**src/logic/irq_map_pkg.sv**
```systemverilog
package irq_map_pkg;
  // processor interrupt line numbers
  localparam int unsigned IRQ_TIMER_LINE = 16;
  localparam int unsigned IRQ_DMA0_LINE  = 17;
  localparam int unsigned IRQ_WDOG_LINE  = 18;
  localparam int unsigned IRQ_DMA1_LINE  = 19;
  localparam int unsigned IRQ_DMA2_LINE  = 20;
  localparam int unsigned IRQ_DMA3_LINE  = 21;
  localparam int unsigned IRQ_HCOMM_LINE = 22;
  localparam int unsigned IRQ_HEVT_LINE  = 30;
  localparam int unsigned IRQ_DMAERR_LINE = 34;
  // width of the processor interrupt vector (lines 0..40)
  localparam int unsigned IRQ_VEC_W = 41;
  // dma channel count
  localparam int unsigned DMA_CH_N = 4;
  // bit of the timestamp event request write that raises the host event
  localparam int unsigned HEVT_REQ_BIT = 0;
  // host link modes
  typedef enum logic [0:0] {
    HOST_MODE_I2C = 1'b0,
    HOST_MODE_SPI = 1'b1
  } host_mode_t;
endpackage

```
**src/logic/irq_src_if.sv**
```systemverilog
`timescale 1ns/100ps
`default_nettype none
// sticky source latch: set by an event, cleared by firmware
interface irq_src_if;
  logic set_evt;   // one-cycle event
  logic clr_evt;   // one-cycle firmware clear
  logic pending;   // held level
  modport owner (output set_evt, output clr_evt, input pending);
  modport latch (input set_evt, input clr_evt, output pending);
endinterface
`default_nettype wire

```
**src/logic/irq_source_map.sv**
```systemverilog
`timescale 1ns/100ps
`default_nettype none
module irq_source_map
  import irq_map_pkg::*;
(
  // clock and reset
  input  wire logic                 ref_clk_in,
  input  wire logic                 rst_in,
  // core-internal sources, held levels until acknowledged
  input  wire logic                 cpu_internal_timer_in,
  input  wire logic                 watchdog_trigger_in,
  // dma sources, held levels from the dma engine
  input  wire logic [DMA_CH_N-1:0]  dma_complete_in,
  input  wire logic [DMA_CH_N-1:0]  dma_fault_in,
  // host interface side
  input  wire logic                 host_mode_spi_in,
  input  wire logic                 host_i2c_stop_in,
  input  wire logic                 host_chip_select_n_in,
  input  wire logic                 host_evt_wr_in,
  input  wire logic [7:0]           host_evt_data_in,
  // firmware clears for the host sources
  input  wire logic                 host_comm_clr_in,
  input  wire logic                 host_sw_event_clr_in,
  // processor interrupt vector and event marker
  output logic [IRQ_VEC_W-1:0]      irq_out,
  output logic                      host_sw_event_line_out
);
  // pin synchroniser for the host chip select, idle high
  logic [2:0] csn_sync_q;
  // filtered chip select level, taken from stage three once stages two and three agree
  logic       csn_stable_q;
  logic       comm_evt;
  logic       hevt_evt;
  logic [IRQ_VEC_W-1:0] irq_d;

  irq_src_if comm_if ();
  irq_src_if hevt_if ();

  // three flops; a change is believed once stages two and three agree
  always_ff @(posedge ref_clk_in or posedge rst_in)
  begin
    if (rst_in)
    begin
      csn_sync_q <= 3'h7;
    end
    else
    begin
      csn_sync_q <= {csn_sync_q[1:0], host_chip_select_n_in};
    end
  end

  // filtered chip select level, reset deasserted
  always_ff @(posedge ref_clk_in or posedge rst_in)
  begin
    if (rst_in)
    begin
      csn_stable_q <= 1'b1;
    end
    else if (csn_sync_q[1] == csn_sync_q[2])
    begin
      csn_stable_q <= csn_sync_q[2];
    end
  end

  // transaction end detection
  // spi: filtered rising edge of chip select; i2c: stop strobe
  always_comb
  begin
    if (host_mode_spi_in == HOST_MODE_SPI)
    begin
      comm_evt = !csn_stable_q && (csn_sync_q[1] == csn_sync_q[2]) && csn_sync_q[2];
    end
    else
    begin
      comm_evt = host_i2c_stop_in;
    end
  end

  // host write of one to bit 0
  assign hevt_evt = host_evt_wr_in && host_evt_data_in[HEVT_REQ_BIT];

  assign comm_if.set_evt = comm_evt;
  assign comm_if.clr_evt = host_comm_clr_in;
  assign hevt_if.set_evt = hevt_evt;
  assign hevt_if.clr_evt = host_sw_event_clr_in;

  irq_sticky comm_latch
  (
    .ref_clk_in (ref_clk_in),
    .rst_in     (rst_in),
    .src        (comm_if.latch)
  );

  irq_sticky hevt_latch
  (
    .ref_clk_in (ref_clk_in),
    .rst_in     (rst_in),
    .src        (hevt_if.latch)
  );

  // line map; unmapped lines stay low
  always_comb
  begin
    irq_d = '0;
    irq_d[IRQ_TIMER_LINE] = cpu_internal_timer_in;
    irq_d[IRQ_WDOG_LINE]  = watchdog_trigger_in;
    irq_d[IRQ_DMA0_LINE]  = dma_complete_in[0];
    irq_d[IRQ_DMA1_LINE]  = dma_complete_in[1];
    irq_d[IRQ_DMA2_LINE]  = dma_complete_in[2];
    irq_d[IRQ_DMA3_LINE]  = dma_complete_in[3];
    irq_d[IRQ_DMAERR_LINE] = |dma_fault_in;
    irq_d[IRQ_HCOMM_LINE] = comm_if.pending;
    irq_d[IRQ_HEVT_LINE]  = hevt_if.pending;
  end

  // dma levels go straight to the core, only a register stage
  always_ff @(posedge ref_clk_in or posedge rst_in)
  begin
    if (rst_in)
    begin
      irq_out <= '0;
    end
    else
    begin
      irq_out <= irq_d;
    end
  end

  // event-capable marker, one cycle on each request
  always_ff @(posedge ref_clk_in or posedge rst_in)
  begin
    if (rst_in)
    begin
      host_sw_event_line_out <= 1'b0;
    end
    else
    begin
      host_sw_event_line_out <= hevt_evt;
    end
  end
endmodule
`default_nettype wire

```
**src/logic/irq_sticky.sv**
```systemverilog
`timescale 1ns/100ps
`default_nettype none
module irq_sticky
(
  // clock and reset
  input  wire logic ref_clk_in,
  input  wire logic rst_in,
  // source handshake
  irq_src_if.latch  src
);
  // pending level, set wins over a clear in the same cycle
  always_ff @(posedge ref_clk_in or posedge rst_in)
  begin
    if (rst_in)
    begin
      src.pending <= 1'b0;
    end
    else if (src.set_evt)
    begin
      src.pending <= 1'b1;
    end
    else if (src.clr_evt)
    begin
      src.pending <= 1'b0;
    end
  end
endmodule
`default_nettype wire

```
**config.mk**
```make
export PLATFORM = sky130hd
export DESIGN_NAME = irq_source_map
export DESIGN_NICKNAME = d
export VERILOG_FILES = /design/src/logic/irq_map_pkg.sv /design/src/logic/irq_src_if.sv /design/src/logic/irq_source_map.sv /design/src/logic/irq_sticky.sv
export SDC_FILE = /design/constraint.sdc
export NUM_CORES = 1
export LEC_CHECK = 0
export BUFFER_PORTS_ARGS = -buffer_cell sky130_fd_sc_hd__buf_2
export CORE_MARGIN = 4
export CORE_UTILIZATION = 40
export CTS_BUF_LIST = sky130_fd_sc_hd__clkbuf_8
export DETAILED_ROUTE_END_ITERATION = 12
export GPL_ROUTABILITY_DRIVEN = 0
export PLACE_DENSITY = 0.87
export SETUP_SLACK_MARGIN = 0.3
export SLEW_MARGIN = 20
export SYNTH_ARGS = -nofsm -noshare
export SYNTH_HDL_FRONTEND = slang
export SYNTH_SLANG_ARGS = --single-unit
```
**constraint.sdc**
```tcl
create_clock -name ref_clk_in -period 1.7 [get_ports ref_clk_in]
set_input_delay 0.255 -clock ref_clk_in [delete_from_list [all_inputs] [get_ports ref_clk_in]]
set_output_delay 0.255 -clock ref_clk_in [all_outputs]
set_load 0.02 [all_outputs]
```
### Word level (Yosys, flattened, before mapping)

Index checks and enable logic that the tools add are counted.

| storage, ports and cells | value |
|---|---|
| bits in read-only memories | 0 |
| logic and storage cells | 19 |
| memories | 0 |
| register bits after elaboration | 16 |
| input port bits | 26 |
| memory bits (writable) | 0 |
| output and inout port bits | 42 |
| bits in latches | 0 |

| cells by class | value |
|---|---|
| multipliers | 0 |
| reduce and logical (&&, ||, !) cells | 7 |
| bitwise operators | 0 |
| eq/ne operators | 1 |
| divide/modulo/power cells | 0 |
| order comparisons | 0 |
| shift-type cells | 0 |
| $add $sub $neg | 0 |
| muxes and demuxes | 5 |

Operators by type and width:

| operator | number |
|---|---|
| two-way mux 1 bit | 5 |
| nonzero test 2 bit | 2 |
| OR reduction 4 bit | 1 |
| logical AND 1 bit | 3 |
| equality test 1 bit | 1 |
| logical NOT 1 bit | 1 |

### Longest topological paths before layout

Gate-level depths: netlist (run 1).

| depth | value |
|---|---|
| depth in word-level cells | 5 |
| depth in mapped cells | 2 |
| depth with buffers taken out | 2 |

### Modules after synthesis

From an unflattened synthesis (run 1), not the netlist that was laid out.

| unflattened totals | value |
|---|---|
| cells, all modules | 62 |
| area, all modules | 724.4 µm² |

Modules (own cells, without submodules):

| module | area each (µm²) | sequential area each (µm²) | cells each | times used |
|---|---|---|---|---|
| irq_source_map | 644.4 | 355.3 | 54 | 1 |
| irq_sticky | 40.0 | 25.0 | 4 | 2 |

### Worst setup path before layout (run 1)

No wires, ideal clock.

| timing | value |
|---|---|
| path kind | input to register |
| start point | input dma_fault_in[1] |
| end point | register irq_out[34] |
| setup slack | 812 ps |
| required time | 1,561 ps |
| data arrival time | 749 ps |
| buffers on the path | 0 |
| setup time | 139 ps |
| cell stages on the path | 1 |
| cell sequence | or4_1 |

| between the ends | value |
|---|---|
| cells in the longest elaborated chain, start to end | 1 |

RTL lines:

| item | line | RTL |
|---|---|---|
| start: declaration | irq_source_map.sv:14 | `input wire logic [DMA_CH_N-1:0] dma_fault_in,` |
| OR reduction 4 bit | irq_source_map.sv:111 | `irq_d[IRQ_DMAERR_LINE] = \|dma_fault_in;` |
| end signal: assignment | irq_source_map.sv:125 | `irq_out <= irq_d;` |
| end: declaration | irq_source_map.sv:25 | `output logic [IRQ_VEC_W-1:0] irq_out,` |

No other way between the ends.
A chain may end at the register's enable or synchronous reset.

### Final worst setup path (run 1)

| timing | value |
|---|---|
| start point | register host_sw_event_line_out |
| end point | output host_sw_event_line_out |

RTL lines:

| item | line | RTL |
|---|---|---|
| start: declaration | irq_source_map.sv:26 | `output logic host_sw_event_line_out` |
| start signal: assignment | irq_source_map.sv:138 | `host_sw_event_line_out <= hevt_evt;` |

No word-level cell between the ends.

==> impl_metrics.ini, run 1 <==
[clock_network]
hold_buffers = 0
clk_pin_slew_ns = 0.06
htreeDepth = 1
cts_tree = done
cts_setup_buffers = 0
cts_buffer_depth = 2
cts_buffers = 3
cts_resized = 0
cts.sinks = 16
cts_root_buffer = clkbuf_8
insertion_delay_ns = 0.24

[final_layout]
drive_gt1_share_pct = 38.9
stdcell_area_um2 = 805
area_growth_pct = 12.8
final_common_cell = conb_1
nFillCells = 157
nets = 117
final_cell_mix = conb_1, buf_2, dfrtp_1, inv_1, dfstp_2
antennaDiodeCount = 0

[setup_path]
crit_path_start_kind = register
crit_arrival_ns = 0.76
crit_fanout = 1
cp_top_family = flip-flops
worstPathCellList = buf_2
cpPeakStageDelay_ns = 0.37
worstPathRequired_ns = 1.44
slowest_stage = dfrtp_1
timing_worst_setup_path_type = reg -> out
worst-path-buf-inv = 1
critical_path.endpoint_type = primary output

[floorplanning]
die-area_um2 = 2520
die_w_um = 50.2
pin_count = 68
core_um2 = 1590
start_util_pct = 44.7
die_h_um = 50.2
row_count = 14

[run]
max_cap_viol_count = 0

[detailed_routing]
totalWireLength_mm = 1.05
wire_per_inst_um = 9.21
first_pass_iters = 1
route.antenna.remaining_nets = 0
via_count = 388
dr.first_iter.drc_count = 0
routed_via_density = 3.40
drc = 0

[timing]
slew_viol_final = 0
finalSetupTns_ns = 0
tightest_slew_ns = 0.554
setup_violations = 0
hold_viol = 0
fin_crit_ns = 1.02
rsz0062_at_grt = no
fmax_mhz = 985
finalCritPeriodShare_pct = 59.7
slew_headroom_pct = 63.0
fin_skew_ns = 0.00480

[synth]
synth_cell_types = 11
syn_area_um2 = 713
syn-mean-instance-area_um2 = 12.1
yosysTopAreaCellShare_pct = 42.1
syn-instance-count = 59
yosysTopAreaCell = dfrtp_1
ys_ff_latch = 16
synth_seq_area_share_pct = 56.8
synthTopCellsByArea = dfrtp_1, buf_4, dfstp_2
synth_warnings = 0

[power_and_ir_drop]
switching_share_pct = 27.5
ir_worst_vdd_mv = 0.497
p_switching_w = 0.000228
p_per_area_nw_per_um2 = 1030
clkPwrFrac_pct = 33.5
comb_power_share_pct = 16.0
cellLeakagePower_nw = 0.460
p_int_w = 0.000600
seq_power_share_pct = 50.6

[placed_design]
placed_cell_area_um2 = 759
port_buffers = 28
dp_hpwl_um = 902

[grt]
grt_max_degree = 17
grt_pass1_vias = 376
antenna_found_initial = 0
grt_pass1_wl_mm = 1.64
gr-usage-all-layers_pct = 8.75
grt-ovfl-total = 0

[status]
status = complete, no violations

[worst_hold_path]
holdCritPathClass = in -> async
[area by class of cell]
type | instances | area (µm²) | share of cell area, %
sequential | 16 | 405 | 50.4
multi-input combinational | 38 | 169 | 21.0
timing repair buffer | 28 | 140 | 17.4
clock buffer | 3 | 41.3 | 5.13
tap | 24 | 30.0 | 3.73
inverter | 4 | 15.0 | 1.87
clock inverter | 1 | 3.75 | 0.467
[power groups by stage]
| stage | Sequential [W] | Clock (W) | Combinational (W) |
|---|---|---|---|
| after floorplan | 0.000442 | 0 | 0.000133 |
| after global placement | 0.000424 | 0 | 0.000130 |
| after detailed placement | 0.000426 | 0 | 0.000132 |
| after CTS | 0.000419 | 0.000287 | 0.000132 |
| after global routing | 0.000421 | 0.000304 | 0.000144 |
| final | 0.000418 | 0.000277 | 0.000132 |
[state kept, by name, indices dropped and copies added, names as in the netlist]
register and count:
host_sw_event_line_out 1, csn_sync_q 3, hevt_latch.src.pending 1, csn_stable_q 1, comm_latch.src.pending 1, irq_out 9
[kinds of logic (layout without fill, tap and decap cells)]
family / Yosys count / in the layout / share of synthesized area [%]
AOI/OAI and AO/OA: 2 / 2 / 2.28
adders and majority gates: 1 / 1 / 1.40
DFF: 16 / 16 / 56.8
and+or+nand+nor: 3 / 3 / 3.16
other: 1 / 32 / 0.526
buffers and inverters: 36 / 36 / 35.8
[per-stage QoR]
stage,setup WS [ns],utilization [%],std cells,total power (W),hold slack [ns]
finish,0.684,50.5,114,0.000827,0.0504
global route,0.652,50.5,114,0.000869,0.101
CTS,0.674,50.5,114,0.000838,0.0674
detailed placement,0.708,47.6,110,0.000557,0.333
global placement,0.714,47.6,110,0.000554,0.319
floorplan,0.812,-,90,0.000575,0.166
[routing by layer]
layer | wire, µm | GRT usage, % | vias to the layer above | share of wire (%)
met5 | 0 | 0 | - | 0
met2 | 569 | 15.0 | 32 | 54
met1 | 333 | 8.38 | 176 | 32
met4 | 0 | 5.53 | 0 | 0
li1 | - | - | 180 | -
met3 | 147 | 4.14 | 0 | 14
[cells in the mapped netlist]
library cell / count
conb_1: 1
o221ai_1: 1
or4_1: 1
and2_1: 1
dfrtp_1: 12
nand4b_1: 1
buf_4: 32
a21o_1: 1
dfstp_2: 4
maj3_1: 1
inv_1: 4
[path summary, 6_finish.rpt]
kind	start	to	slack, ns	cells after the start
max in group asynchronous	rst_in	csn_sync_q[1]$_DFF_PP1_	1.27	2
max	host_sw_event_line_out$_DFF_PP0_	host_sw_event_line_out	0.68	1
min reg2reg	csn_sync_q[0]$_DFF_PP1_	csn_sync_q[1]$_DFF_PP1_	0.36	0
min in group ref_clk_in	host_chip_select_n_in	csn_sync_q[0]$_DFF_PP1_	0.11	1
max reg2reg	csn_stable_q$_DFFE_PP1N_	comm_latch.src.pending$_DFFE_PP0P_	0.83	2
min	rst_in	irq_out[20]$_DFF_PP0_	0.05	2
Note: power is estimated with default switching activity, not from simulation.
==> run 2: changes to the inputs <==
--- a/config.mk
+++ b/config.mk
@@ -7,11 +7,11 @@
 export LEC_CHECK = 0
 export BUFFER_PORTS_ARGS = -buffer_cell sky130_fd_sc_hd__buf_2
 export CORE_MARGIN = 4
-export CORE_UTILIZATION = 40
+export CORE_UTILIZATION = 33
 export CTS_BUF_LIST = sky130_fd_sc_hd__clkbuf_8
 export DETAILED_ROUTE_END_ITERATION = 12
 export GPL_ROUTABILITY_DRIVEN = 0
-export PLACE_DENSITY = 0.87
+export PLACE_DENSITY = 0.77
 export SETUP_SLACK_MARGIN = 0.3
 export SLEW_MARGIN = 20
 export SYNTH_ARGS = -nofsm -noshare
==> constraint.sdc (replaced) <==
create_clock -name ref_clk_in -period 0.9 [get_ports ref_clk_in]
set_input_delay 0.135 -clock ref_clk_in [delete_from_list [all_inputs] [get_ports ref_clk_in]]
set_output_delay 0.135 -clock ref_clk_in [all_outputs]
set_load 0.02 [all_outputs]
==> run 2 against run 1 <==
Compared with the run above:
- the run now ends with hold timing left
- via count grew 5.2%
- count of clock-buffer cells in the layout unchanged
- sequential cell count unchanged
- register-to-register slack worse by 0.78 ns
- hold slack got worse by 0.17 ns
- highest routed layer is now met4
- combinational power rose by 130%
==> impl_metrics.ini, run 2 (synthesis results as in run 1) <==
[status]
status = finished with violations
failed_checks = hold timing

[power_and_ir_drop]
power.total_w = 0.00161
p_per_area_nw_per_um2 = 1750
cellLeakagePower_nw = 0.504
ir_worst_vdd_mv = 0.729

[detailed_routing]
via_count = 408
totalWireLength_mm = 1.13
dr.first_iter.drc_count = 0
routed_via_density = 3.40
first_pass_iters = 1
wire_per_inst_um = 9.40
drc = 0
route.antenna.remaining_nets = 0

[final_layout]
area_growth_pct = 28.8
top_register = irq_out
final_cells = 120
drive_gt1_share_pct = 44.1
utilization_pct = 45.9
final_common_cell = conb_1
nets = 120
largest_register_ffs = 9
antennaDiodeCount = 0
reg.largest.list = irq_out x9, csn_sync_q x3
final_cell_mix = conb_1, buf_2, buf_6, dfrtp_1, inv_1
nFillCells = 178

[setup_path]
worst-path-buf-inv = 1
crit_arrival_ns = 0.75
slowest_stage = dfrtp_1
crit_path_start_kind = register
worstPathRequired_ns = 0.76
timing_worst_setup_path_type = reg -> out
crit_fanout = 1
critical_path.endpoint_type = primary output
worstPathCellList = buf_6
cp_top_family = flip-flops
cpPeakStageDelay_ns = 0.37

[worst_hold_path]
holdCritPathClass = in -> async

[floorplanning]
row_count = 16
die_h_um = 54.5
start_util_pct = 35.6
core_um2 = 2000
pin_count = 68
die-area_um2 = 2970
die_w_um = 54.5

[timing]
fin_crit_ns = 0.882
setup_violations = 0
fin_skew_ns = 0.000286
hold_viol = 16
finalCritPeriodShare_pct = 98.0
finalSetupTns_ns = 0
holdWs_ns = -0.124
rsz0062_at_grt = yes
slew_viol_final = 0
fmax_mhz = 1130

[run]
max_cap_viol_count = 0

[placed_design]
dp_hpwl_um = 972
port_buffers = 28
placed_cells = 114

[grt]
antenna_found_initial = 0
grt-ovfl-total = 0
grt_pass1_vias = 339
grt_pass1_wl_mm = 1.46
gr-usage-all-layers_pct = 7.55
grt_max_degree = 17

[clock_network]
insertion_delay_ns = 0.24
cts_buffer_depth = 2
cts_buffers = 3
clk_pin_slew_ns = 0.06
cts_root_buffer = clkbuf_8
htreeDepth = 1
cts.sinks = 16
cts_tree = done
run 2: area by class of cell:
| cell class | count | area [µm²] | share of cell area, % |
|---|---|---|---|
| flip-flops and latches | 16 | 405 | 44.1 |
| repair buffers | 31 | 239 | 26.0 |
| multi-input cells | 38 | 180 | 19.6 |
| clock buffers | 3 | 41.3 | 4.50 |
| well taps | 27 | 33.8 | 3.68 |
| inverters | 4 | 15.0 | 1.63 |
| clock inverters | 1 | 3.75 | 0.409 |
run 2: stage by stage:
step                setup slack [ns]  area, µm²
global placement              0.0148        771
finish                        0.0181        918
global route                 -0.0188        918
detailed placement           0.00334        771
floorplan                     0.0756        830
CTS                          0.00635        903
run 2: report_power, final:
part / total [W] / internal (W) / leakage (nW) / switching, W
combinational: 0.000304 / 0.000106 / 0.295 / 0.000198
sequential: 0.000799 / 0.000776 / 0.182 / 0.0000234
clock: 0.000504 / 0.000301 / 0.0269 / 0.000203
run 2: timing repair:
action,in CTS,in global routing
pin swaps,2,0
endpoints found under the setup margin,15,15
hold endpoints to repair,19,19
gates resized for setup,24,2
setup buffers,1,1
run 2: per-layer routing:
layer | part of all wire [%] | track usage [%] | wire, µm
met1 | 29 | 6.43 | 329
met2 | 51 | 12.9 | 573
met3 | 17 | 3.00 | 194
met4 | 2.7 | 7.47 | 30
met5 | 0 | 0 | 0
run 2: final timing paths:
| kind | from | to | slack [ns] | cells after the start |
|---|---|---|---|---|
| setup / recovery | irq_out[17]$_DFF_PP0_ | irq_out[17] | 0.02 | 1 |
| hold / removal | rst_in | irq_out[17]$_DFF_PP0_ | -0.12 | 3 |
| setup reg to reg | csn_stable_q$_DFFE_PP1N_ | comm_latch.src.pending$_DFFE_PP0P_ | 0.05 | 2 |
| hold reg to reg | csn_sync_q[0]$_DFF_PP1_ | csn_sync_q[1]$_DFF_PP1_ | 0.36 | 0 |
| max in group asynchronous | rst_in | csn_sync_q[0]$_DFF_PP1_ | 0.78 | 3 |
| min in group ref_clk_in | host_chip_select_n_in | csn_sync_q[0]$_DFF_PP1_ | -0.01 | 1 |
==> run 3: changes to the inputs <==
--- a/config.mk
+++ b/config.mk
@@ -5,13 +5,15 @@
 export SDC_FILE = /design/constraint.sdc
 export NUM_CORES = 1
 export LEC_CHECK = 0
+export ABC_AREA = 1
 export BUFFER_PORTS_ARGS = -buffer_cell sky130_fd_sc_hd__buf_2
 export CORE_MARGIN = 4
-export CORE_UTILIZATION = 33
+export CORE_UTILIZATION = 34
 export CTS_BUF_LIST = sky130_fd_sc_hd__clkbuf_8
 export DETAILED_ROUTE_END_ITERATION = 12
 export GPL_ROUTABILITY_DRIVEN = 0
-export PLACE_DENSITY = 0.77
+export HOLD_SLACK_MARGIN = 0.12
+export PLACE_DENSITY = 0.78
 export SETUP_SLACK_MARGIN = 0.3
 export SLEW_MARGIN = 20
 export SYNTH_ARGS = -nofsm -noshare
==> run 3 against run 2 <==
Compared with the run above:
- the run still ends with hold timing left
- die area shrank 0.62%
- final area decreased by 0.82%
- core utilization decreased by 0.37 points
- critical endpoint is now host_sw_event_line_out
==> impl_metrics.ini, run 3 <==
[status]
failed_checks = hold timing
status = finished with violations

[synth]
ys.flop_type = dfrtp_1
syn-mean-instance-area_um2 = 10.6
synth_most_common_cell = buf_4
synth_seq_area_share_pct = 55.6
yosysTopAreaCellShare_pct = 41.2
yosysTopAreaCell = dfrtp_1
synth_cell_types = 10
syn-instance-count = 69
synth_warnings = 0
synth_common_cells = buf_4, dfrtp_1, inv_1, nand2_1, dfstp_2
ys_ff_latch = 16
synthArstFlopShare_pct = 100
synthTopCellsByArea = dfrtp_1, buf_4, dfstp_2
synth_edf_count = 0
syn_area_um2 = 729

[placed_design]
port_buffers = 28
placed_cell_area_um2 = 787
dp_hpwl_um = 963
detailedPlace.worstSlack_ns = 0.0973

[clock_network]
cts_tree = done
cts_buffer_depth = 2
htreeDepth = 1
clk_pin_slew_ns = 0.06
insertion_delay_ns = 0.24
cts.sinks = 16
cts_root_buffer = clkbuf_8
cts_setup_buffers = 0
cts_buffers = 3

[power_and_ir_drop]
switching_share_pct = 26.1
cellLeakagePower_nw = 0.515
p_int_w = 0.00126
p_switching_w = 0.000444
ir_worst_vdd_mv = 0.692
clkPwrFrac_pct = 35.4
seq_power_share_pct = 47.1
comb_power_share_pct = 17.5
p_per_area_nw_per_um2 = 1870

[timing]
fmax_mhz = 1130
rsz0062_at_grt = yes
slew_viol_final = 0
finalSetupTns_ns = 0
fin_ws_ns = 0.0183
finalCritPeriodShare_pct = 98.0
holdWs_ns = -0.153
setup_violations = 0
hold_viol = 9
fin_crit_ns = 0.882
fin_skew_ns = 0.000596

[final_layout]
top_register = irq_out
final_common_cell = conb_1
antennaDiodeCount = 0
stdcell_area_um2 = 911
final_cell_mix = conb_1, buf_2, dfrtp_1, buf_6
nets = 128
utilization_pct = 45.5
largest_register_ffs = 9
area_growth_pct = 24.9
reg.largest.list = irq_out x9, csn_sync_q x3
drive_gt1_share_pct = 39.6

[floorplanning]
die-area_um2 = 2950
core_um2 = 2000
row_count = 16
die_h_um = 54.3
pin_count = 68
start_util_pct = 36.4
die_w_um = 54.3

[grt]
grt_pass1_wl_mm = 1.53
grt_max_degree = 11
antenna_found_initial = 0
grt_pass1_vias = 384
gr-usage-all-layers_pct = 7.48
grt-ovfl-total = 0

[setup_path]
r2r_setup_slack_ns = 0.10
critical_path.endpoint_type = primary output
crit_path_start_kind = register
worst-path-buf-inv = 1
crit_arrival_ns = 0.75
slowest_stage = dfrtp_1
worstPathCellList = buf_6
worstPathRequired_ns = 0.76
cpPeakStageDelay_ns = 0.38
crit_fanout = 1
timing_worst_setup_path_type = reg -> out
cp_top_family = flip-flops

[detailed_routing]
via_count = 413
first_pass_iters = 3
highest_layer = met3
route.antenna.remaining_nets = 0
wl_met1_um = 307
dr.first_iter.drc_count = 1
dr_wl_met3_um = 139
wire_per_inst_um = 8.50
drc = 0
totalWireLength_mm = 1.09
routed_via_density = 3.23
wl_met2_um = 640

[worst_hold_path]
holdCritPathClass = in -> async

[run]
max_cap_viol_count = 0
## run 3: through the flow
stage	total power, W	cells
2_1_floorplan	0.00110	100
3_3_place_gp	0.00106	124
3_5_place_dp	0.00107	124
4_1_cts	0.00171	128
5_1_grt	0.00179	128
6_report	0.00170	128
## run 3: cells by family (layout without fill, tap and decap cells)
kind of cell           count (synthesis)  count (layout)  share of synthesized area (%)
other                                  1              32                          0.514
flip-flops                            16              16                           55.6
AND/OR/NAND/NOR                       11              11                           6.00
AO/OA/AOI/OAI                          2               2                           1.37
buffers and inverters                 39              40                           36.5
## run 3: area by class of cell
| cell class | instances | area, µm² |
|---|---|---|
| flip-flops and latches | 16 | 405 |
| inverters | 7 | 26.3 |
| clock buffers | 4 | 55.1 |
| repair buffers | 29 | 210 |
| multi-input cells | 45 | 180 |
| fillers | 185 | 1090 |
| well taps | 27 | 33.8 |
## run 3: final timing paths
check                                                      start                       end  cells after the start
worst max-delay path            host_sw_event_line_out$_DFF_PP0_    host_sw_event_line_out                      1
min in group ref_clk_in                       dma_complete_in[0]     irq_out[17]$_DFF_PP0_                      1
worst min-delay path                                      rst_in     irq_out[22]$_DFF_PP0_                      2
worst min register to register           csn_sync_q[0]$_DFF_PP1_   csn_sync_q[1]$_DFF_PP1_                      0
worst max register to register           csn_sync_q[1]$_DFF_PP1_  csn_stable_q$_DFFE_PP1N_                      2
max in group asynchronous                                 rst_in     irq_out[21]$_DFF_PP0_                      3
## run 3: power by group through the flow
stage,clock network [W],logic [W],registers (W)
final,0.000602,0.000297,0.000800
after global routing,0.000659,0.000326,0.000805
after CTS,0.000619,0.000297,0.000799
after detailed placement,0,0.000262,0.000805
after global placement,0,0.000257,0.000803
after floorplan,0,0.000257,0.000838
## run 3: repair_timing
| action | in CTS | in global routing |
|---|---|---|
| pin swaps | 0 | 2 |
| gates resized for setup | 22 | 1 |
| endpoints found under the setup margin | 14 | 14 |
| endpoints found under the hold margin | 15 | 15 |
## run 3: layer usage
| metal | vias up | GRT usage (%) |
|---|---|---|
| met4 | 0 | 3.73 |
| met3 | 0 | 2.45 |
| met1 | 183 | 6.07 |
| met5 | - | 0 |
| met2 | 28 | 15.3 |
| li1 | 202 | - |
